$ cat config.mk
export PLATFORM = sky130hd
export DESIGN_NAME = pbg_port
export DESIGN_NICKNAME = d
export VERILOG_FILES = /design/src/rtl/pbg_pkg.sv /design/src/rtl/pbg_port.sv /design/src/rtl/pbg_pin.sv
export VERILOG_INCLUDE_DIRS = /design/src /design/src/rtl
export SDC_FILE = /design/constraint.sdc
export NUM_CORES = 1
export LEC_CHECK = 0
export ABC_AREA = 0
export BUFFER_PORTS_ARGS = -buffer_cell sky130_fd_sc_hd__buf_2
export CORE_ASPECT_RATIO = 0.5
export CORE_MARGIN = 10
export CORE_UTILIZATION = 59
export CTS_BUF_LIST = sky130_fd_sc_hd__clkbuf_8
export DETAILED_ROUTE_END_ITERATION = 10
export HOLD_SLACK_MARGIN = 0.1
export PLACE_DENSITY = 0.84
export SYNTH_ARGS = -nofsm -noshare
export SYNTH_HDL_FRONTEND = slang
export SYNTH_HIERARCHICAL = 1
export SYNTH_SLANG_ARGS = --single-unit
$ cat constraint.sdc
create_clock -name clk -period 3.7 [get_ports clk]
set_input_delay 0.925 -clock clk [delete_from_list [all_inputs] [get_ports clk]]
set_output_delay 0.925 -clock clk [all_outputs]
set_load 0.005 [all_outputs]
$ cat src/rtl/pbg_map.svh
`ifndef PBG_MAP_SVH
`define PBG_MAP_SVH

// Register offsets on the local register port (index = address)
`define PBG_OFF_DATA      4'h0
`define PBG_OFF_DIR       4'h1
`define PBG_OFF_PULLUP    4'h2
`define PBG_OFF_ANALOG    4'h3
`define PBG_OFF_CHG_EN    4'h4
`define PBG_OFF_OPTION    4'h5

// Implemented-bit masks
`define PBG_MASK_WIDE     8'hf3
`define PBG_MASK_NARROW   8'h03
`define PBG_MASK_PULLUP   8'hf2
`define PBG_MASK_ANALOG   8'h72
`define PBG_MASK_CHG_EN   8'hf7
`define PBG_MASK_OPTION   8'h80

// Pins that own an alternate output function
`define PBG_MASK_ALT      8'h93

// Field positions
`define PBG_BIT_GPU_DIS   7
`define PBG_BIT_OD_PIN    0

// Reset values
`define PBG_RST_LATCH     8'h00
`define PBG_RST_DIR       8'hf3
`define PBG_RST_PULLUP    8'hf2
`define PBG_RST_ANALOG    8'h72
`define PBG_RST_CHG_EN    8'h00
`define PBG_RST_GPU_DIS   1'b1

`endif

$ cat src/rtl/pbg_pkg.sv
package pbg_pkg;

    typedef logic [7:0] pbg_byte_t;

    // Complete state of the port
    typedef struct packed {
        pbg_byte_t latch;
        pbg_byte_t dir;
        pbg_byte_t pu_en;
        pbg_byte_t analog;
        pbg_byte_t chg_en;
        logic      gpu_dis;
        pbg_byte_t sync1;
        pbg_byte_t sync2;
        pbg_byte_t prev;
        pbg_byte_t rdata;
        pbg_byte_t pin_out;
        pbg_byte_t pin_oe;
        pbg_byte_t pin_pu;
        pbg_byte_t chg;
    } pbg_state_t;

endpackage

$ cat src/rtl/pbg_port.sv
`timescale 1ns/10ps
// How it works
// - Per-pin change enables, cleared at reset
// - Weak pull-up enable bits on pins 1 and 4-7
// - Pull-up off whenever pin is output
// - Global pull-up control resets to disabled
// - Pull-up needs global, input, enable, digital
// - Analog-selected pins read as zero
// - Analog select leaves digital output working
// - Direction drives output even on analog pins
// - Analog select resets set; software clears
// - Pin zero is open-drain, low only
// - Highest enabled output function owns pin
// - Alternate function beats port latch
// - Outputs may drive pins in analog mode
// - Data bits 3-2 read zero
// - Direction one is input, resets to one
// - Read gives pins, write sets latch
`include "pbg_map.svh"
module pbg_port #(
    parameter bit WIDE_VARIANT = 1'b1
) (
    input  wire logic             clk,
    input  wire logic             arst_n,
    input  wire logic [3:0]       reg_addr,
    input  wire pbg_pkg::pbg_byte_t reg_wdata,
    input  wire logic             reg_wr,
    input  wire logic             reg_rd,
    output pbg_pkg::pbg_byte_t    reg_rdata,
    input  wire pbg_pkg::pbg_byte_t pin_in,
    output pbg_pkg::pbg_byte_t    pin_out,
    output pbg_pkg::pbg_byte_t    pin_oe,
    output pbg_pkg::pbg_byte_t    pin_pullup,
    input  wire pbg_pkg::pbg_byte_t alt_en,
    input  wire pbg_pkg::pbg_byte_t alt_out,
    output pbg_pkg::pbg_byte_t    pin_change
);
    import pbg_pkg::*;

    localparam pbg_byte_t IMPL = WIDE_VARIANT ? `PBG_MASK_WIDE : `PBG_MASK_NARROW;
    localparam pbg_byte_t ALT  = `PBG_MASK_ALT;

    pbg_state_t s_q;
    pbg_state_t s_d;
    pbg_byte_t  out_w;
    pbg_byte_t  oe_w;
    pbg_byte_t  pu_w;
    pbg_byte_t  rd_w;
    pbg_byte_t  chg_w;

    // One slice per pin; pin zero is the open-drain one
    genvar gi;
    generate
        for (gi = 0; gi < 8; gi++) begin : g_pin
            pbg_pin #(
                .OPEN_DRAIN (gi == `PBG_BIT_OD_PIN)
            ) u_pin (
                .dir      (s_q.dir[gi]),
                .latch    (s_q.latch[gi]),
                .pu_en    (s_q.pu_en[gi]),
                .analog   (s_q.analog[gi]),
                .chg_en   (s_q.chg_en[gi]),
                .pu_allow (~s_q.gpu_dis),
                // only pins with an alternate owner take it
                .alt_en   (alt_en[gi] & ALT[gi]),
                .alt_val  (alt_out[gi]),
                .sync_lvl (s_q.sync2[gi]),
                .prev_lvl (s_q.prev[gi]),
                .out_d    (out_w[gi]),
                .oe_d     (oe_w[gi]),
                .pu_d     (pu_w[gi]),
                .rd       (rd_w[gi]),
                .chg      (chg_w[gi])
            );
        end
    endgenerate

    // Next-state logic: register writes, synchroniser, pin outputs, readback
    always_comb begin
        s_d = s_q;
        // Two-stage sync; stage one feeds stage two only
        s_d.sync1 = pin_in;
        s_d.sync2 = s_q.sync1;
        s_d.prev  = s_q.sync2;
        // one-cycle change pulse per enabled pin
        s_d.chg = chg_w & IMPL;
        s_d.pin_out = out_w & IMPL;
        // oe not gated by analog mode
        s_d.pin_oe  = oe_w & IMPL;
        // pull-up drops when pin is output
        s_d.pin_pu  = pu_w & IMPL & `PBG_MASK_PULLUP;
        s_d.rdata   = 8'h00;
        if (reg_wr) begin
            unique case (reg_addr)
                // write lands in the output latch
                `PBG_OFF_DATA:   s_d.latch   = reg_wdata & IMPL;
                // direction write, unimplemented bits stay zero
                `PBG_OFF_DIR:    s_d.dir     = reg_wdata & IMPL;
                `PBG_OFF_PULLUP: s_d.pu_en   = reg_wdata & IMPL & `PBG_MASK_PULLUP;
                // software clears analog select to go digital
                `PBG_OFF_ANALOG: s_d.analog  = reg_wdata & IMPL & `PBG_MASK_ANALOG;
                `PBG_OFF_CHG_EN: s_d.chg_en  = reg_wdata & `PBG_MASK_CHG_EN;
                `PBG_OFF_OPTION: s_d.gpu_dis = reg_wdata[`PBG_BIT_GPU_DIS];
                default:         s_d.latch   = s_q.latch; // Unmapped write ignored
            endcase
        end
        if (reg_rd) begin
            unique case (reg_addr)
                // pin levels, bits 3-2 forced zero
                `PBG_OFF_DATA:   s_d.rdata = rd_w & IMPL;
                `PBG_OFF_DIR:    s_d.rdata = s_q.dir;
                `PBG_OFF_PULLUP: s_d.rdata = s_q.pu_en;
                `PBG_OFF_ANALOG: s_d.rdata = s_q.analog;
                `PBG_OFF_CHG_EN: s_d.rdata = s_q.chg_en;
                `PBG_OFF_OPTION: s_d.rdata = {s_q.gpu_dis, 7'h00};
                default:         s_d.rdata = 8'h00; // Unmapped reads zero
            endcase
        end
    end

    // State register; latch value is undefined on the part, zero here
    always_ff @(posedge clk or negedge arst_n) begin
        if (!arst_n) begin
            s_q         <= '0;
            s_q.latch   <= `PBG_RST_LATCH;
            s_q.dir     <= IMPL & `PBG_RST_DIR;
            s_q.pu_en   <= IMPL & `PBG_RST_PULLUP;
            s_q.analog  <= IMPL & `PBG_RST_ANALOG;
            s_q.chg_en  <= `PBG_RST_CHG_EN;
            s_q.gpu_dis <= `PBG_RST_GPU_DIS;
        end else begin
            s_q <= s_d;
        end
    end

    assign reg_rdata  = s_q.rdata;
    assign pin_out    = s_q.pin_out;
    assign pin_oe     = s_q.pin_oe;
    assign pin_pullup = s_q.pin_pu;
    assign pin_change = s_q.chg;
endmodule

$ cat src/rtl/pbg_pin.sv
`timescale 1ns/10ps
// Per-pin combinational slice: output mux, pull-up gate, read path, change detect
module pbg_pin #(
    parameter bit OPEN_DRAIN = 1'b0
) (
    input  wire logic dir,
    input  wire logic latch,
    input  wire logic pu_en,
    input  wire logic analog,
    input  wire logic chg_en,
    input  wire logic pu_allow,
    input  wire logic alt_en,
    input  wire logic alt_val,
    input  wire logic sync_lvl,
    input  wire logic prev_lvl,
    output logic      out_d,
    output logic      oe_d,
    output logic      pu_d,
    output logic      rd,
    output logic      chg
);
    logic drv_val;

    always_comb begin
        drv_val = alt_en ? alt_val : latch;
        if (OPEN_DRAIN) begin
            out_d = 1'b0;
            oe_d  = ~dir & ~drv_val;
        end else begin
            out_d = drv_val;
            // driver follows direction even if analog
            oe_d  = ~dir;
        end
        pu_d = pu_allow & dir & pu_en & ~analog;
        rd   = ~analog & sync_lvl;
        chg  = chg_en & ~analog & (sync_lvl ^ prev_lvl);
    end

endmodule

==> impl_metrics.json <==
{
  "status": "completed",
  "y_dimension_of_the_die_um": 72.9,
  "final_hold_viol_count": 0,
  "wl_met3_um": 582,
  "layout-area-overhead-vs-synth_pct": 9.98,
  "port_buffers": 60,
  "n_fill_cell": 416,
  "final_layout_size_suffix_gt1_share_pct": 47.6,
  "critical_path_required_ns": 3.97,
  "sum_of_routed_wire_segments_on_met1_mm": 2.56,
  "maxClockFrequency_mhz": 520,
  "antenna_violating_nets_post_route": 0,
  "cts_buffer_depth": 2,
  "core-area_sq_um": 5440,
  "critical_path_peak_fanout": 16,
  "setup_violations": 0,
  "boundaryPins": 80,
  "worst_clock_skew_ns": 0.00613,
  "detailedRoute.firstPassIterationCount": 4,
  "tightest_slew_margin_relative_to_the_limit_pct": 39.1,
  "place.gp.congestion": 0.845,
  "hold_path_end": "s_d[44]",
  "post-route-util_pct": 66.6,
  "initial_utilization_pct": 60.6,
  "die_area_sq_um": 9160,
  "cts.repair.resized": 0,
  "post-dp-hpwl_mm": 4.40,
  "vias_in_the_first_global_route": 1945,
  "end_of_the_worst_register_to_register_path": "reg_rdata[1]",
  "antenna_violations_before_repair": 0,
  "ant_diodes": 0,
  "postCtsSetupBuffers": 0,
  "top_layer": "met4",
  "netlist_instances": 245,
  "final-max-slew-violation-count": 0,
  "netlist_area_before_placement_sq_um": 3300,
  "floorplan.rows": 19,
  "die_x_um": 126,
  "grt_first_pass_wirelength_mm": 9.99,
  "clk-insertion-delay-late_ns": 0.35,
  "dpl_cell_area_sq_um": 3420,
  "regArea_sq_um": 1950,
  "reg2reg_slack_ns": 2.40,
  "cts_tree": "done",
  "crit_arrival_ns": 2.20,
  "total_non_filler_cell_area_in_the_finished_layout_sq_um": 3630,
  "worst_setup_path_type": "primary input to flip-flop",
  "wire_per_inst_um": 16.9,
  "tritoncts.num_buffers": 9,
  "worstReg2RegStart": "s_q[74]",
  "route.final.wire_length_mm": 6.18,
  "avgSynthCellArea_sq_um": 13.5,
  "dr_wl_met2_mm": 2.96,
  "worstRegToRegCells": 4,
  "cts_h_tree_depth": 3,
  "viasPerCell": 5.09,
  "grt_start_max_net_pins": 78,
  "timing.hold.worst.start": "s_d[52]",
  "clk_root_buffer_cell": "clkbuf_8",
  "path_clk_slew_ns": 0.07,
  "worstHoldPathType": "flip-flop to flip-flop",
  "kind_of_end_point_of_the_critical_path": "flip-flop",
  "timing.max_cap.violations": 0,
  "critical_path.startpoint_type": "primary input",
  "layout.nets": 327,
  "grt_usage_pct": 14.0,
  "total_via_count_after_detailed_routing": 1857,
  "clkSinkCount": 77,
  "ys_warn_count": 6,
  "timing.setup.tns_ns": 0,
  "post-route-drc-count": 0,
  "dr.first_iter.drc_count": 125,
  "worstHoldPathCells": 0,
  "vdd.ir_drop.worst_v": 0.000262,
  "grt_setup_unrepaired": "false",
  "crit_path_time_final_ns": 1.92,
  "tightest_slew_ns": 0.914,
  "p_leak_nw": 1.74,
  "power_density_nw_per_um2": 542,
  "tcrit_tclk_final_pct": 52.0,
  "multi_input_comb_area_sq_um": 1060,
  "grt_overflow": 0,
  "cts.hold.buffers_added": 0
}
state kept, by name, summed over array words and instances (netlist names):
name        flops
pin_oe          6
reg_rdata       7
pin_out         6
pin_pullup      5
s_d            12
pin_change      6
s_q            35
layout by cell type (no fill, tap or decap):
master and instances:
and2b_2 1, nor2b_1 8, and3b_2 2, o21ai_0 5, nand3b_1 2, and4_1 1
a21oi_1 6, nand2_1 8, bufinv_16 1, nand3_2 2, dfstp_2 16, conb_1 18
buf_2 59, nand3_1 2, clkbuf_8 11, clkinvlp_4 1, nor2_1 3, nor3_1 6
and3b_1 9, mux2_1 6, xnor2_1 6, mux2_2 34, buf_4 1, inv_1 7
clkinv_2 2, a211oi_2 1, a22oi_1 4, nor3b_2 7, and4bb_2 1, a32oi_1 1
dfrtp_1 61
area by class of cell:
| type | instances | area share (%) |
|---|---|---|
| flip-flops and latches | 77 | 53.7 |
| inverters | 6 | 0.621 |
| clock inverters | 5 | 1.41 |
| multi-input cells | 133 | 29.2 |
| well taps | 73 | 2.52 |
| clock buffers | 11 | 4.18 |
| repair buffers | 60 | 8.35 |
worst max-delay path: stages:
cell	delay, ns
buf_2	0.19
nor3b_2	0.31
and3b_1	0.39
mux2_2	0.38
through the flow:
step / power [W] / worst slack, ns / hold WS (ns) / cells
CTS: 0.00198 / 1.79 / 0.350 / 365
floorplan: 0.00128 / 1.82 / 0.331 / 261
global route: 0.00206 / 1.70 / 0.353 / 365
finish: 0.00197 / 1.78 / 0.349 / 365
detailed placement: 0.00135 / 1.43 / 0.335 / 349
global placement: 0.00133 / 1.46 / 0.333 / 349
worst max-delay path by stage:
stage	start	endpoint	slack (ns)
6_report	reg_addr[2]	s_q[88]	1.78
5_1_grt	reg_addr[2]	s_q[88]	1.70
4_1_cts	reg_addr[2]	s_q[88]	1.79
3_5_place_dp	reg_addr[2]	s_q[86]	1.43
3_3_place_gp	reg_addr[2]	s_q[82]	1.46
2_1_floorplan	reg_addr[2]	s_q[82]	1.82
layer usage:
layer  global-route usage [%]  up-vias
li1                         -      857
met1                     16.5      923
met2                     22.2       69
met3                     5.87        8
met4                     6.60        0
met5                        0        -
power by group:
group          total, W  switching (W)  internal (W)
sequential      0.00107      0.0000721      0.000995
combinational  0.000267       0.000123      0.000144
clock          0.000632       0.000289      0.000343
Power figures use the tool's default switching activity.
